File: src/hw/cpid_pkg.sv
// Shared constants, field layouts and carrier types of the command pulse input decoder.
// Assumes a single 100 MHz clock domain and an APB register port with 32-bit data.
`default_nettype none

package cpid_pkg;

    // ---------------------------------------------------------------
    // Timing
    // ---------------------------------------------------------------
    localparam int unsigned CLK_PERIOD_NS = 10;
    localparam int unsigned CLR_MIN_NS    = 20000;
    localparam int unsigned CLR_CYCLES    = (CLR_MIN_NS + CLK_PERIOD_NS - 1) / CLK_PERIOD_NS;
    localparam int unsigned INIT_NS       = 10000;
    localparam int unsigned INIT_CYCLES   = (INIT_NS + CLK_PERIOD_NS - 1) / CLK_PERIOD_NS;
    localparam int unsigned FILT_CYCLES   = 3;

    localparam int CNT_W  = 11;
    localparam int FILT_W = 2;
    localparam logic [CNT_W-1:0]  CLR_COUNT  = CNT_W'(CLR_CYCLES);
    localparam logic [CNT_W-1:0]  INIT_COUNT = CNT_W'(INIT_CYCLES);
    localparam logic [FILT_W-1:0] FILT_LAST  = FILT_W'(FILT_CYCLES - 1);

    // ---------------------------------------------------------------
    // Widths and limits
    // ---------------------------------------------------------------
    localparam int NUM_IN  = 5;
    localparam int DEV_W   = 24;
    localparam int RANGE_W = 16;
    localparam int MODE_W  = 4;
    localparam int INT_W   = 4;
    localparam logic [DEV_W-1:0]   DEV_LIMIT     = 24'h400000;
    localparam logic [RANGE_W-1:0] RANGE_RESET   = 16'h000A;
    localparam logic [MODE_W-1:0]  MODE_RESET    = 4'h0;
    localparam logic [MODE_W-1:0]  MODE_NEG_BASE = 4'h5;
    localparam logic [MODE_W-1:0]  MODE_MAX      = 4'h9;

    // ---------------------------------------------------------------
    // Register map (byte addresses) and fields
    // ---------------------------------------------------------------
    localparam logic [7:0] ADDR_CTRL     = 8'h00;
    localparam logic [7:0] ADDR_RANGE    = 8'h04;
    localparam logic [7:0] ADDR_DEV      = 8'h08;
    localparam logic [7:0] ADDR_STATUS   = 8'h0C;
    localparam logic [7:0] ADDR_INT_STAT = 8'h10;
    localparam logic [7:0] ADDR_INT_MASK = 8'h14;
    localparam int CTRL_JOG_FWD = 4;
    localparam int CTRL_JOG_REV = 5;
    localparam int INT_CLEAR     = 0;
    localparam int INT_FAULT     = 1;
    localparam int INT_FAULT_CLR = 2;
    localparam int INT_IN_POS    = 3;

    // ---------------------------------------------------------------
    // Types
    // ---------------------------------------------------------------
    typedef enum logic [2:0] {
        CPID_FMT_STEP_DIR,
        CPID_FMT_REV_FWD,
        CPID_FMT_QUAD1,
        CPID_FMT_QUAD2,
        CPID_FMT_QUAD4,
        CPID_FMT_NONE
    } cpid_fmt_t;

    typedef struct packed {
        logic stepPulse;
        logic dirPulse;
        logic devClear;
        logic run;
        logic alarmReset;
    } cpid_pins_t;

    typedef struct packed {
        logic        psel;
        logic        penable;
        logic        pwrite;
        logic [7:0]  paddr;
        logic [31:0] pwdata;
    } cpid_apb_req_t;

    typedef struct packed {
        logic [31:0] prdata;
        logic        pready;
        logic        pslverr;
    } cpid_apb_rsp_t;

    typedef struct packed {
        logic [NUM_IN-1:0]             sync1;
        logic [NUM_IN-1:0]             sync2;
        logic [NUM_IN-1:0]             out;
        logic [NUM_IN-1:0][FILT_W-1:0] cnt;
    } cpid_filt_state_t;

endpackage

`default_nettype wire

File: src/hw/cpid_decoder.sv
// Command pulse input decoder: mode decode, deviation counter, clear, run, alarm and APB registers.
// Assumes one 100 MHz clock, synchronous active-high reset and an APB master on the register port.
//
// Notes on behaviour
// A ten-valued mode, 0 to 9, selects pulse format and polarity.
// Mode 0: step pulses on first pair, direction high forward, low reverse.
// Mode 1: first pair pulses reverse, second pair pulses forward.
// Modes 2-4: quadrature A/B at x1, x2, x4; phase order gives direction.
// Modes 5-9 repeat 0-4 inverted; low direction means forward.
// Host keeps the same pulse timing in negative-logic modes.
// Active clear zeroes deviation, stops position loop, refuses command pulses.
// Clear must last 20 us; shorter assertions clear nothing.
// Drive stage on only with run active; otherwise only jog moves.
// Alarm-reset input clears the latched alarm.
// Host drops run before alarm reset and removes alarm cause first.
// Alarm output off at power-up, on after init, off on error.
// Positioning-done when deviation magnitude is below the in-position range.
// Inputs accept pulse rates up to 250 kpps; host stays below.
// All command and sequence inputs are synchronised and glitch filtered.
`default_nettype none

module cpid_decoder
    import cpid_pkg::*;
(
    input  wire logic          sys_clk,
    input  wire logic          reset,
    input  wire logic          clkEn,
    input  wire cpid_apb_req_t apbReq,
    output var  cpid_apb_rsp_t apbRsp,
    input  wire cpid_pins_t    pinsIn,
    input  wire logic          faultDetectIn,
    input  wire logic          fbFwdIn,
    input  wire logic          fbRevIn,
    output logic               stepFwdOut,
    output logic               stepRevOut,
    output logic               driveEnableOut,
    output logic               loopEnableOut,
    output logic               faultOut,
    output logic               positionDoneOut,
    output logic               irq
);

    typedef struct packed {
        logic [MODE_W-1:0]  mode;
        logic               jogFwd;
        logic               jogRev;
        logic [RANGE_W-1:0] range;
        logic               aPrev;
        logic               bPrev;
        logic [CNT_W-1:0]   clrCnt;
        logic               clearActive;
        logic [DEV_W-1:0]   dev;
        logic               stepFwd;
        logic               stepRev;
        logic               driveEn;
        logic               loopEn;
        logic               faultLatch;
        logic [CNT_W-1:0]   initCnt;
        logic               initDone;
        logic               faultOk;
        logic               posDone;
        logic [INT_W-1:0]   intStat;
        logic [INT_W-1:0]   intMask;
        logic [31:0]        prdata;
    } cpid_state_t;

    cpid_state_t st;
    cpid_state_t next_st;
    cpid_pins_t  filt;

    // ---------------------------------------------------------------
    // Helpers
    // ---------------------------------------------------------------
    function automatic logic polarity(input logic lvl, input logic neg);
        return lvl ^ neg;
    endfunction

    function automatic logic [DEV_W-1:0] magnitude(input logic [DEV_W-1:0] v);
        return v[DEV_W-1] ? (~v + DEV_W'(1)) : v;
    endfunction

    function automatic logic regHit(input logic [7:0] addr);
        return addr inside {ADDR_CTRL, ADDR_RANGE, ADDR_DEV, ADDR_STATUS, ADDR_INT_STAT, ADDR_INT_MASK};
    endfunction

    // ---------------------------------------------------------------
    // Input conditioning
    // ---------------------------------------------------------------
    cpid_input_filter u_filter (
        .sys_clk (sys_clk),
        .reset   (reset),
        .clkEn   (clkEn),
        .pinsIn  (pinsIn),
        .pinsOut (filt)
    );

    // ---------------------------------------------------------------
    // Mode decode
    // ---------------------------------------------------------------
    logic              negMode;
    logic [MODE_W-1:0] baseMode;
    cpid_fmt_t         fmt;
    logic              aLvl;
    logic              bLvl;
    logic              cmdFwd;
    logic              cmdRev;
    logic              cmdOk;

    always_comb begin
        negMode  = (st.mode >= MODE_NEG_BASE) && (st.mode <= MODE_MAX);
        baseMode = negMode ? (st.mode - MODE_NEG_BASE) : st.mode;
        unique case (baseMode)
            4'h0:    fmt = CPID_FMT_STEP_DIR;
            4'h1:    fmt = CPID_FMT_REV_FWD;
            4'h2:    fmt = CPID_FMT_QUAD1;
            4'h3:    fmt = CPID_FMT_QUAD2;
            4'h4:    fmt = CPID_FMT_QUAD4;
            default: fmt = CPID_FMT_NONE;
        endcase
        aLvl   = polarity(filt.stepPulse, negMode);
        bLvl   = polarity(filt.dirPulse, negMode);
        cmdFwd = 1'b0;
        cmdRev = 1'b0;
        unique case (fmt)
            CPID_FMT_STEP_DIR: begin
                cmdFwd = !st.aPrev && aLvl && bLvl;
                cmdRev = !st.aPrev && aLvl && !bLvl;
            end
            CPID_FMT_REV_FWD: begin
                cmdRev = !st.aPrev && aLvl;
                cmdFwd = !st.bPrev && bLvl;
            end
            CPID_FMT_QUAD1: begin
                cmdFwd = !st.aPrev && aLvl && !bLvl;
                cmdRev = !st.aPrev && aLvl && bLvl;
            end
            CPID_FMT_QUAD2: begin
                cmdFwd = (st.aPrev != aLvl) && (st.bPrev == bLvl) && (aLvl ^ bLvl);
                cmdRev = (st.aPrev != aLvl) && (st.bPrev == bLvl) && !(aLvl ^ bLvl);
            end
            CPID_FMT_QUAD4: begin
                cmdFwd = ((st.aPrev != aLvl) ^ (st.bPrev != bLvl)) && (aLvl ^ st.bPrev);
                cmdRev = ((st.aPrev != aLvl) ^ (st.bPrev != bLvl)) && !(aLvl ^ st.bPrev);
            end
            CPID_FMT_NONE: begin
                cmdFwd = 1'b0;
                cmdRev = 1'b0;
            end
        endcase
        cmdOk = st.driveEn && !st.clearActive;
    end

    // ---------------------------------------------------------------
    // Next state
    // ---------------------------------------------------------------
    logic             apbWrite;
    logic [DEV_W-1:0] devStep;
    logic             overflow;
    logic             jogOk;
    logic [INT_W-1:0] intEvent;
    logic [INT_W-1:0] intClear;

    always_comb begin
        next_st  = st;
        apbWrite = apbReq.psel && apbReq.penable && apbReq.pwrite;
        jogOk    = !st.clearActive && !st.faultLatch && st.initDone;
        intClear = '0;

        // Power-up initialisation
        if (!st.initDone) begin
            next_st.initCnt  = st.initCnt + CNT_W'(1);
            next_st.initDone = (st.initCnt == INIT_COUNT - CNT_W'(1));
        end

        // Deviation clear qualification
        if (filt.devClear) begin
            next_st.clrCnt = (st.clrCnt == CLR_COUNT) ? st.clrCnt : st.clrCnt + CNT_W'(1);
        end else begin
            next_st.clrCnt = '0;
        end
        next_st.clearActive = filt.devClear && (next_st.clrCnt == CLR_COUNT);

        // Step outputs and deviation counter
        next_st.stepFwd = (cmdFwd && cmdOk) || (st.jogFwd && jogOk);
        next_st.stepRev = (cmdRev && cmdOk) || (st.jogRev && jogOk);
        next_st.jogFwd  = 1'b0;
        next_st.jogRev  = 1'b0;
        next_st.aPrev   = aLvl;
        next_st.bPrev   = bLvl;
        devStep = st.dev + DEV_W'(next_st.stepFwd) - DEV_W'(next_st.stepRev) - DEV_W'(fbFwdIn) + DEV_W'(fbRevIn);
        if (st.clearActive) begin
            next_st.dev = '0;
        end else begin
            next_st.dev = devStep;
        end
        overflow = !st.clearActive && (magnitude(devStep) >= DEV_LIMIT);

        // Run, loop and alarm
        next_st.driveEn = filt.run && !st.faultLatch && st.initDone;
        next_st.loopEn  = next_st.driveEn && !next_st.clearActive;
        if (faultDetectIn || overflow) begin
            next_st.faultLatch = 1'b1;
        end else if (filt.alarmReset) begin
            next_st.faultLatch = 1'b0;
        end
        next_st.faultOk = next_st.initDone && !next_st.faultLatch;
        next_st.posDone = magnitude(st.dev) < DEV_W'(st.range);

        // Interrupt events, set wins over clear
        intEvent                = '0;
        intEvent[INT_CLEAR]     = next_st.clearActive && !st.clearActive;
        intEvent[INT_FAULT]     = next_st.faultLatch && !st.faultLatch;
        intEvent[INT_FAULT_CLR] = !next_st.faultLatch && st.faultLatch;
        intEvent[INT_IN_POS]    = next_st.posDone && !st.posDone;

        // Register writes
        if (apbWrite) begin
            unique case (apbReq.paddr)
                ADDR_CTRL: begin
                    next_st.mode   = apbReq.pwdata[MODE_W-1:0];
                    next_st.jogFwd = apbReq.pwdata[CTRL_JOG_FWD];
                    next_st.jogRev = apbReq.pwdata[CTRL_JOG_REV];
                end
                ADDR_RANGE:    next_st.range = apbReq.pwdata[RANGE_W-1:0];
                ADDR_INT_STAT: intClear = apbReq.pwdata[INT_W-1:0];
                ADDR_INT_MASK: next_st.intMask = apbReq.pwdata[INT_W-1:0];
                default:       next_st.range = st.range;
            endcase
        end
        next_st.intStat = (st.intStat & ~intClear) | intEvent;

        // Read data captured in the setup phase
        if (apbReq.psel && !apbReq.penable) begin
            unique case (apbReq.paddr)
                ADDR_CTRL:     next_st.prdata = 32'(st.mode);
                ADDR_RANGE:    next_st.prdata = 32'(st.range);
                ADDR_DEV:      next_st.prdata = {{(32 - DEV_W){st.dev[DEV_W-1]}}, st.dev};
                ADDR_STATUS:   next_st.prdata = 32'({st.clearActive, st.posDone, st.initDone, st.faultLatch,
                                                     st.loopEn, st.driveEn});
                ADDR_INT_STAT: next_st.prdata = 32'(st.intStat);
                ADDR_INT_MASK: next_st.prdata = 32'(st.intMask);
                default:       next_st.prdata = 32'h00000000;
            endcase
        end
    end

    always_ff @(posedge sys_clk) begin
        if (reset) begin
            st       <= '0;
            st.mode  <= MODE_RESET;
            st.range <= RANGE_RESET;
        end else if (clkEn) begin
            st <= next_st;
        end
    end

    // ---------------------------------------------------------------
    // Outputs
    // ---------------------------------------------------------------
    assign stepFwdOut      = st.stepFwd;
    assign stepRevOut      = st.stepRev;
    assign driveEnableOut  = st.driveEn;
    assign loopEnableOut   = st.loopEn;
    assign faultOut        = st.faultOk;
    assign positionDoneOut = st.posDone;
    assign irq             = |(st.intStat & st.intMask);
    assign apbRsp.prdata   = st.prdata;
    assign apbRsp.pready   = 1'b1;
    assign apbRsp.pslverr  = apbReq.psel && apbReq.penable && !regHit(apbReq.paddr);

    // ---------------------------------------------------------------
    // Checks
    // ---------------------------------------------------------------
    property p_mode0_fwd;
        @(posedge sys_clk) disable iff (reset)
        clkEn && (st.mode == 4'h0) && !st.aPrev && filt.stepPulse && filt.dirPulse && cmdOk |=> st.stepFwd;
    endproperty
    a_mode0_fwd: assert property (p_mode0_fwd) else $error("mode 0 step with direction high not forward");

    property p_mode1_rev;
        @(posedge sys_clk) disable iff (reset)
        clkEn && (st.mode == 4'h1) && !st.aPrev && filt.stepPulse && cmdOk |=> st.stepRev;
    endproperty
    a_mode1_rev: assert property (p_mode1_rev) else $error("mode 1 first-pair pulse not reverse");

    property p_quad4_count;
        @(posedge sys_clk) disable iff (reset)
        clkEn && (st.mode == 4'h4) && cmdOk && (aLvl != st.aPrev) && (bLvl == st.bPrev) |=> st.stepFwd ^ st.stepRev;
    endproperty
    a_quad4_count: assert property (p_quad4_count) else $error("x4 quadrature edge did not count");

    property p_mode5_fwd;
        @(posedge sys_clk) disable iff (reset)
        clkEn && (st.mode == 4'h5) && !st.aPrev && !filt.stepPulse && !filt.dirPulse && cmdOk |=> st.stepFwd;
    endproperty
    a_mode5_fwd: assert property (p_mode5_fwd) else $error("negative mode low direction not forward");

    property p_clear_holds;
        @(posedge sys_clk) disable iff (reset)
        clkEn && st.clearActive && filt.devClear |=> (st.dev == '0) && !st.stepFwd && !st.stepRev && !st.loopEn;
    endproperty
    a_clear_holds: assert property (p_clear_holds) else $error("clear active but counter or pulses not stopped");

    property p_clear_min;
        @(posedge sys_clk) disable iff (reset)
        $rose(st.clearActive) |-> $past(filt.devClear) && (st.clrCnt == CLR_COUNT);
    endproperty
    a_clear_min: assert property (p_clear_min) else $error("deviation clear taken before 20 us");

    property p_run_gate;
        @(posedge sys_clk) disable iff (reset)
        clkEn && !st.driveEn && !st.jogFwd && !st.jogRev |=> !st.stepFwd && !st.stepRev;
    endproperty
    a_run_gate: assert property (p_run_gate) else $error("motion without run or jog");

    property p_alarm_reset;
        @(posedge sys_clk) disable iff (reset)
        clkEn && st.faultLatch && filt.alarmReset && !faultDetectIn && !overflow |=> !st.faultLatch;
    endproperty
    a_alarm_reset: assert property (p_alarm_reset) else $error("alarm reset did not clear alarm");

    property p_alarm_out;
        @(posedge sys_clk) disable iff (reset)
        clkEn && (faultDetectIn || overflow) |=> !faultOut;
    endproperty
    a_alarm_out: assert property (p_alarm_out) else $error("alarm output on after fault");

    property p_in_position;
        @(posedge sys_clk) disable iff (reset)
        clkEn |=> positionDoneOut == (magnitude($past(st.dev)) < DEV_W'($past(st.range)));
    endproperty
    a_in_position: assert property (p_in_position) else $error("positioning done disagrees with range");

endmodule // cpid_decoder

`default_nettype wire

File: src/hw/cpid_input_filter.sv
// Two-stage synchroniser and stability filter for the five command-side inputs.
// Assumes inputs may be asynchronous glitchy levels; output moves after FILT_CYCLES stable samples.
`default_nettype none

module cpid_input_filter
    import cpid_pkg::*;
(
    input  wire logic       sys_clk,
    input  wire logic       reset,
    input  wire logic       clkEn,
    input  wire cpid_pins_t pinsIn,
    output var  cpid_pins_t pinsOut
);

    cpid_filt_state_t st;
    cpid_filt_state_t next_st;

    // ---------------------------------------------------------------
    // Filter
    // ---------------------------------------------------------------
    always_comb begin
        next_st       = st;
        next_st.sync1 = pinsIn;
        next_st.sync2 = st.sync1;
        for (int i = 0; i < NUM_IN; i++) begin
            if (st.sync2[i] == st.out[i]) begin
                next_st.cnt[i] = '0;
            end else if (st.cnt[i] == FILT_LAST) begin
                next_st.out[i] = st.sync2[i];
                next_st.cnt[i] = '0;
            end else begin
                next_st.cnt[i] = st.cnt[i] + FILT_W'(1);
            end
        end
    end

    always_ff @(posedge sys_clk) begin
        if (reset) begin
            st <= '0;
        end else if (clkEn) begin
            st <= next_st;
        end
    end

    assign pinsOut = st.out;

    // ---------------------------------------------------------------
    // Checks
    // ---------------------------------------------------------------
    property p_filter_stable;
        @(posedge sys_clk) disable iff (reset)
        !$past(reset) && (st.out[0] != $past(st.out[0])) |->
            ($past(st.cnt[0]) == FILT_LAST) && ($past(st.sync2[0]) == st.out[0]);
    endproperty
    a_filter_stable: assert property (p_filter_stable) else $error("filtered input moved before it was stable");

endmodule // cpid_input_filter

`default_nettype wire

File: config.mk
export PLATFORM = sky130hd
export DESIGN_NAME = cpid_decoder
export DESIGN_NICKNAME = d
export VERILOG_FILES = /design/src/hw/cpid_pkg.sv /design/src/hw/cpid_decoder.sv /design/src/hw/cpid_input_filter.sv
export SDC_FILE = /design/constraint.sdc
export NUM_CORES = 1
export LEC_CHECK = 0
export BUFFER_PORTS_ARGS = -buffer_cell sky130_fd_sc_hd__buf_4
export CORE_AREA = 2 2 161 163
export DETAILED_ROUTE_END_ITERATION = 10
export DIE_AREA = 0 0 163 165
export PLACE_DENSITY = 0.51
export RECOVER_POWER = 50
export SKIP_LAST_GASP = 1
export SYNTH_ARGS = -nofsm -noshare
export SYNTH_HDL_FRONTEND = slang
export SYNTH_SLANG_ARGS = --single-unit
File: constraint.sdc
create_clock -name sys_clk -period 6.2 [get_ports sys_clk]
set_clock_uncertainty 0.1 [all_clocks]
set_input_delay 1.24 -clock sys_clk [delete_from_list [all_inputs] [get_ports sys_clk]]
set_output_delay 1.24 -clock sys_clk [all_outputs]
set_load 0.01 [all_outputs]
==> results of run 1 <==
-- what timing repair did --
action / CTS / global route
endpoints found under the setup margin: 5 / 6
pin swaps: 18 / 11
endpoints found under the hold margin: 0 / 0
setup buffers: 12 / 5
resized for setup: 34 / 15
gates cloned: 0 / 0
-- cells in the final DEF (no fill, tap or decap), types with 8 or more instances in the layout --
master | netlist | final
xnor2_1 | 42 | 39
clkbuf_1 | 39 | 42
ha_1 | 67 | 63
nor2b_1 | 19 | 18
xor2_1 | 13 | 11
a22o_1 | 24 | 24
clkbuf_16 | 0 | 17
nor2_1 | 134 | 131
buf_4 | 33 | 85
a22oi_1 | 32 | 31
nand2_1 | 118 | 118
nor3_1 | 20 | 20
a21o_1 | 12 | 12
nand3_1 | 28 | 27
a21oi_1 | 76 | 76
o21ai_0 | 38 | 37
inv_1 | 79 | 75
o211ai_1 | 8 | 8
nand4_1 | 10 | 10
and3_1 | 11 | 11
mux2i_1 | 28 | 28
dfxtp_1 | 136 | 134
-- power by group through the flow --
stage	logic [mW]	clock network (mW)	registers [mW]
6_report	2.40	1.10	1.04
5_1_grt	2.64	1.15	1.05
4_1_cts	2.34	1.11	1.04
3_5_place_dp	2.20	0	1.06
3_3_place_gp	2.19	0	1.06
2_1_floorplan	1.53	0	1.02
-- metal layers --
| metal | GRT usage (%) | vias up | part of all wire, % |
|---|---|---|---|
| met5 | 0 | - | 0 |
| met4 | 3.62 | 0 | 0.59 |
| met3 | 3.09 | 8 | 3.6 |
| met2 | 28.0 | 138 | 43 |
| met1 | 27.6 | 3644 | 53 |
| li1 | - | 3902 | - |
-- tightest hold or removal path, cell delays in order (launching register included) --
cell	delay, ns
dfxtp_1	0.32
nand2_1	0.06
a21oi_1	0.05
-- sequential cells by signal, summed over array words and instances, names as in the netlist --
signal and flops:
u_filter.st 15, faultOut 1, u_filter.next_st 5, u_filter.pinsOut 5, st 81, stepRevOut 1, stepFwdOut 1, positionDoneOut 1
apbRsp 24, loopEnableOut 1, driveEnableOut 1
-- synth_stat cells, types with 6 or more instances --
cell type  number  area share, %
nor3_1         20            1.2
nand2b_1        7           0.50
mux2i_1        28            3.2
nand4_1        10           0.72
nor4_1          8           0.58
xnor2_1        42            4.2
a21oi_1        76            4.4
inv_1          79            3.4
a211oi_1        6           0.52
dfxtp_1       136             31
a21o_1         12            1.0
clkbuf_1       39            1.7
nand3_1        28            1.6
nor2b_1        19            1.4
a31oi_1         7           0.50
ha_1           67            9.6
or3_1           6           0.43
o211ai_1        8           0.69
a22o_1         24            2.4
nor2_1        134            5.8
a22oi_1        32            2.8
nand2_1       118            5.1
xor2_1         13            1.3
o21ai_0        38            2.2
and3_1         11           0.79
buf_4          33            2.9
-- cell type report --
| class | instances | area [sq um] | share of cell area [%] |
|---|---|---|---|
| Multi-Input combinational cell | 797 | 5480 | 53.0 |
| Clock inverter | 11 | 170 | 1.64 |
| Timing Repair Buffer | 126 | 792 | 7.65 |
| Tap cell | 330 | 413 | 3.99 |
| Clock buffer | 20 | 457 | 4.41 |
| Sequential cell | 136 | 2730 | 26.4 |
| Inverter | 80 | 305 | 2.95 |
-- through the flow --
step / setup WS [ns] / TNS, ns / power [mW]
global placement: -0.305 / -1.12 / 3.25
finish: -0.0110 / -0.0110 / 4.54
detailed placement: -0.401 / -1.48 / 3.26
floorplan: 0.0480 / 0 / 2.55
global route: -0.310 / -1.08 / 4.85
CTS: -0.0659 / -0.150 / 4.49
-- final timing paths --
path         cells past startpoint                     to                  from  slack (ns)
max                             30  faultOut$_SDFFE_PP0P_  st[115]$_SDFFE_PP0P_       -0.01
min                              2   st[104]$_SDFFE_PP0P_  st[104]$_SDFFE_PP0P_        0.38
max reg2reg                     30  faultOut$_SDFFE_PP0P_  st[115]$_SDFFE_PP0P_       -0.01
min reg2reg                      2   st[104]$_SDFFE_PP0P_  st[104]$_SDFFE_PP0P_        0.38
-- logic make-up after synthesis --
| logic type | after synthesis | synth area share, % |
|---|---|---|
| AO/OA/AOI/OAI | 249 | 19.4 |
| XOR/XNOR | 55 | 5.54 |
| adder cells (fa/ha/maj) | 71 | 10.5 |
| buffers and inverters | 157 | 8.21 |
| flip-flops | 136 | 31.3 |
| multiplexers | 32 | 4.26 |
| other | 1 | 0.0431 |
| AND/OR/NAND/NOR | 389 | 20.8 |
==> results.md, run 1 <==
- In this run, placement finished with an instance count of 1455.
- The number of max-slew violations in the final report came to 46.
- The number of buffers inserted by port buffering is 77.
- Counting along the longest clock path gives a buffer depth of 2.
- The worst hold slack is 0.377 ns.
- The number of maximum-capacitance violations is 1.
- The first-pass GRT wire length is 39100 um.
- The cell repeated most along the worst path is ha_4.
- Among cell families on the critical path, the largest total delay comes from compound AO/OA/AOI/OAI gates.
- The analysis attributes to cell leakage a power of 4.03 nW.
- Setup violations remaining at the end of the flow were counted as 1.
- In the post-route analysis, the smallest setup slack over all paths is -0.0110 ns.
- In this run the vertical extent of the chip is 165 um.
- After legalization and detailed placement, the total HPWL measured 18200 um.
- The post-cts hold buffer count is 0.
- The number of endpoints with negative hold slack in the final report is 0.
- After clock tree synthesis, the clock-pin slew on the worst setup and hold paths is 0.06 ns.
- The final instance area is 10300 sq um.
- The critical path is of the flop to flop type.
- STA classifies the critical path endpoint as a flop.
- The die covers 26900 sq um.
- After detailed routing, the average wire length per cell comes to 16.3 um.
- For this run, the leading register cell type out of synthesis is dfxtp_1.
- Relative to the synthesized area, the layout overhead comes to 19.1%.
- The switching power total is 1.81 mW.
- Synthesis produced a netlist with a net count of 1214.
- Global routing used 18.5% of the available tracks.
- Combinational cells account for 52.9% of the total power.
- The core occupancy in the finished layout is 41.3%.
- The count of cells in the finished layout, fillers not included, comes to 1500.
- Measured against its own limit, the worst slew margin works out to -72.4%.
- Pin placement for this block handled 95 I/O pins.
- The number of buffers and inverters on the critical path is 5.
- The number of flops mapped to enable cells by yosys is 0.
- The routed design has 24400 um of wire.
- In the synthesized netlist, the number of instances is 1090.
- In this run the core area contains 58 standard-cell rows.
- Based on the critical path, the design can be clocked at up to 161 MHz.
- Once the floorplan was initialized, standard cells occupied 34.7% of the core.
- The sequential share of the synthesized area is 31.3%.
- The run finished, with violations left.
- The final route contains 7692 vias.
- After layout, the worst path uses 100% of the clock period.
- The number of antenna violations at the first check in global routing came to 0.
- The clock tree synthesis step divided the H-tree into 4 levels.
- Cells with a size suffix above 1 make up 14.2% of the layout.
- The clock sink count is 136.
- The area of the mapped netlist is 8690 sq um.
- The violation count after the first detailed-route iteration is 546.
- The number of global-route vias before repair is 7123.
- The die width is 163 um.
- The final reports fail on max-capacitance violations, max-slew violations, negative setup slack.
- Counting distinct cell types in the post-synthesis netlist gives 67.
- The post-synthesis register bit count is 136.
- Along the worst path, the maximum fanout reaches 4.
- Setup repair after global routing could not meet its margin everywhere.
- The power density over the cells is 439 nW/um^2.
- The number of fill cells in the layout is 2580.
- The switching fraction of total power is 39.9%.
- TritonCTS built the clock tree.
- TritonCTS created 17 clock buffers.
- Averaged over all synthesized cells, the footprint is 7.97 sq um.
- The number of nets still failing antenna checks after routing is 0.
- After detailed routing, the number of vias per cell comes to 5.13.
- At the end of routability-driven placement, the weighted congestion stood at 0.828.
- On the critical path, the stage with the largest delay is an instance of fa_1.
- The internal portion of the total power is 2.73 mW.
- The first-pass detailed-route iteration total is 5.
- The worst path arrival time is 6.42 ns.
- The minimum period implied by the final worst setup slack is 6.21 ns.
- The placed instances occupy a cell area of 9540 sq um.
- The final net count is 1282.
- The placeable core region is 25000 sq um.
- The peak ir drop on the vdd network is 0.207 mV.
- The required time reported for the critical path endpoint is 6.41 ns.
- For the worst-skew pair, the clock arrives at the later sink with an insertion delay of 0.43 ns.
- The post-detailed-route DRC marker count is 0.
- The total congestion overflow is 0.
- The tree is rooted in a clkbuf_16.
- The actual slew at the worst max-slew pin is 2.59 ns.
- The kind of path behind the tightest hold check is flop to flop.
- The repair_antennas step left the layout with diodes totalling 0.
- The pin count of the biggest net entering global routing is 71.
- On the worst path, the slowest cell contributes a delay of 0.49 ns.
- In the synthesized netlist the async set-or-reset flop fraction comes to 0%.
- The yosys synthesis warning count is 0.
- The part of the total power dissipated in the clock network is 24.1%.
- The kind of start point of the critical path is a flop.
- Sequential cells account for 23.0% of the total power.
Note: power is estimated with default switching activity, not from simulation.
==> run 2, diff against run 1 <==
- MAX_ROUTING_LAYER: unset -> met4
==> run 2 against run 1 <==
The run still ends with max-capacitance violations, max-slew violations, negative setup slack left. Sequential share of layout area unchanged. Register-to-register slack barely moved. Sequential cell count unchanged. Core utilization stayed put. Global-route usage up 0.54 points. Non-clock buffer count unchanged. Final cell count is the same. Worst hold slack barely moved. Via count down 0.21%. Final area stayed put. Critical endpoint unchanged.
==> results.md, run 2 (synthesis results as in run 1) <==
- The first-pass GRT wire length came to 39100 um (unchanged).
- The final clock period utilization by the worst path is 100% (about the same).
- The worst path arrival time is 6.43 ns (was 6.42 ns).
- The core occupancy in the finished layout is 41.3% (unchanged).
- The most common cell after layout, fill and taps aside is dfxtp_1 (unchanged).
- The H-tree level count is 4 (unchanged).
- The number of buffers inserted by port buffering is 77 (unchanged).
- Status: complete, but fails checks (unchanged).
- The type of the worst setup path is flop to flop (unchanged).
- The slowest stage cell on the critical path is fa_1 (unchanged).
- The total clock buffers created by CTS is 17 (unchanged).
- The filler-free cell count of the finished design is 1500 (unchanged).
- Commonest non-fill, non-tap cells in the layout: 134 x dfxtp_1, 131 x nor2_1, 118 x nand2_1 (unchanged).
- The total leakage power is 4.03 nW (unchanged).
- The largest fanout on the critical path is 4 (unchanged).
- The growth of design area from synthesis to finish is 19.1% (unchanged).
- The fraction of layout instances using a drive strength above 1 is 14.2% (unchanged).
- The maximum single-stage delay on the critical path came to 0.49 ns (about the same).
- The number of max-slew violations in the final report is 46 (unchanged).
- The actual slew at the worst max-slew pin is 2.63 ns (was 2.59 ns).
- The capturing element type of the critical path is a flop (unchanged).
- The overall global routing resource usage is 19.1% (was 18.5%).
- The internal power component came to 2.73 mW (about the same).
- The post-route worst setup slack is -0.0186 ns (was -0.0110 ns).
- The cell count after placement was 1455 (unchanged).
- The die span in y is 165 um (unchanged).
- The row count is 58 (unchanged).
- The number of nets still failing antenna checks after routing is 0 (unchanged).
- The cell repeated most along the worst path is ha_4 (unchanged).
- The boundary pin count is 95 (unchanged).
- The sequential fraction of design power is 23.0% (about the same).
- The worst setup slack after placement is -0.401 ns (unchanged).
- Violations in the final reports: max-capacitance violations, max-slew violations, negative setup slack (unchanged).
- The later-pin clock latency in the skew report is 0.43 ns (about the same).
- The number of flip-flops in the largest register is 81 (unchanged).
- The switching fraction of total power is 39.8% (was 39.9%).
- The part of the total power dissipated in the clock network is 24.1% (about the same).
- The final weighted congestion of routability-driven global placement is 0.841 (was 0.828).
- The post-detailed-routing wire length is 24400 um (about the same).
- The clock tree from TritonCTS is yes (unchanged).
- The clock sink count is 136 (unchanged).
- The number of antenna violations at the first check in global routing is 0 (unchanged).
- The violation count after the first detailed-route iteration is 505 (was 546).
- The detailed-route vias per instance is 5.12 (was 5.13).
- The minimum period implied by the final worst setup slack was 6.22 ns (was 6.21 ns).
- The number of antenna cells inserted is 0 (unchanged).
- The post-detailed-route DRC marker count is 0 (unchanged).
- The switching power total is 1.81 mW (about the same).
- The initial core utilization was 34.7% (unchanged).
- The kind of path behind the tightest hold check was flop to flop (unchanged).
- The power density over the cells is 438 nW/um^2 (was 439 nW/um^2).
- The number of global-route vias before repair is 7125 (was 7123).
- The detailed-route via count came to 7676 (was 7692).
- The power share of the combinational group was 52.9% (about the same).
- The placeable core region is 25000 sq um (unchanged).
- The register name with the most flops is st (unchanged).
- The required time reported for the critical path endpoint is 6.41 ns (about the same).
- The total congestion overflow is 0 (unchanged).
- The die width came to 163 um (unchanged).
- The pin count of the biggest net entering global routing is 71 (unchanged).
- The number of fill cells in the layout was 2580 (unchanged).
- The post-cts hold buffer count came to 0 (unchanged).
- Setup repair after global routing missed its margin: true (unchanged).
- The clock transition at the registers of the reported paths is 0.06 ns (about the same).
- The highest clock frequency the design can meet is 161 MHz (about the same).
- The floorplan die area is 26900 sq um (unchanged).
- The number of maximum-capacitance violations came to 1 (unchanged).
- The number of endpoints with negative hold slack in the final report is 0 (unchanged).
- The kind of start point of the critical path is a flop (unchanged).
- The first-pass detailed-route iteration total is 7 (was 5).
- The relative slew slack is -75.5% (was -72.4%).
- The half-perimeter wire length of the detailed placement result is 18200 um (unchanged).
- The average wire per cell in the routed design is 16.2 um (was 16.3 um).
- The number of buffers on the longest clock path was 2 (unchanged).
- The peak ir drop on the vdd network is 0.206 mV (was 0.207 mV).
- The final net count came to 1282 (unchanged).
- The total of endpoints with negative setup slack in the final report is 2 (was 1).
- The clock root buffer master is clkbuf_16 (unchanged).
[run 2: path summary, 6_finish.rpt]
kind	startpoint	to	slack (ns)	depth (start not counted)
worst min register to register	st[104]$_SDFFE_PP0P_	st[104]$_SDFFE_PP0P_	0.38	2
worst max-delay path	st[115]$_SDFFE_PP0P_	faultOut$_SDFFE_PP0P_	-0.02	30
worst min-delay path	st[104]$_SDFFE_PP0P_	st[104]$_SDFFE_PP0P_	0.38	2
worst max register to register	st[115]$_SDFFE_PP0P_	faultOut$_SDFFE_PP0P_	-0.02	30
[run 2: power by group through the flow]
stage / Sequential (mW) / Combinational [mW] / Clock [mW]
global placement: 1.06 / 2.19 / 0
floorplan: 1.02 / 1.53 / 0
detailed placement: 1.06 / 2.20 / 0
CTS: 1.04 / 2.34 / 1.11
finish: 1.04 / 2.40 / 1.09
global route: 1.05 / 2.64 / 1.15
[run 2: through the flow]
stage                     total power, mW  setup TNS, ns  hold WS [ns]  area, sq um
after floorplan                      2.55              0         0.342         8700
after global routing                 4.85          -1.08         0.394        10300
after CTS                            4.49         -0.150         0.373        10400
after detailed placement             3.26          -1.48         0.364         9540
final                                4.54        -0.0246         0.377        10300
after global placement               3.25          -1.12         0.356         9540
[run 2: layout make-up]
cell class | instances | area [sq um] | share of cell area [%]
Clock buffer | 20 | 457 | 4.41
Clock inverter | 11 | 170 | 1.64
Inverter | 80 | 305 | 2.95
Multi-Input combinational cell | 797 | 5480 | 53.0
Sequential cell | 136 | 2730 | 26.4
Tap cell | 330 | 413 | 3.99
Timing Repair Buffer | 126 | 792 | 7.65
[run 2: layer usage]
layer  global-route usage, %  share of wire, %
met5                       -                 0
met4                    3.38              0.63
met3                    3.19               3.5
met2                    28.0                43
met1                    27.6                53
[run 2: worst max-delay path, delay by kind of cell, from the launching register on]
family	cells	cell delay (ns)
AO/OA/AOI/OAI	10	2.20
adder cells (fa/ha/maj)	7	1.76
AND/OR/NAND/NOR	6	0.94
buffers and inverters	5	0.43
flip-flops	1	0.37
XOR/XNOR	2	0.27
[run 2: repair_timing]
item	in CTS	in global routing
buffers inserted	12	5
gates resized for setup	34	15
pin swaps	18	11
endpoints found under the hold margin	0	0
endpoints found under the setup margin	5	6
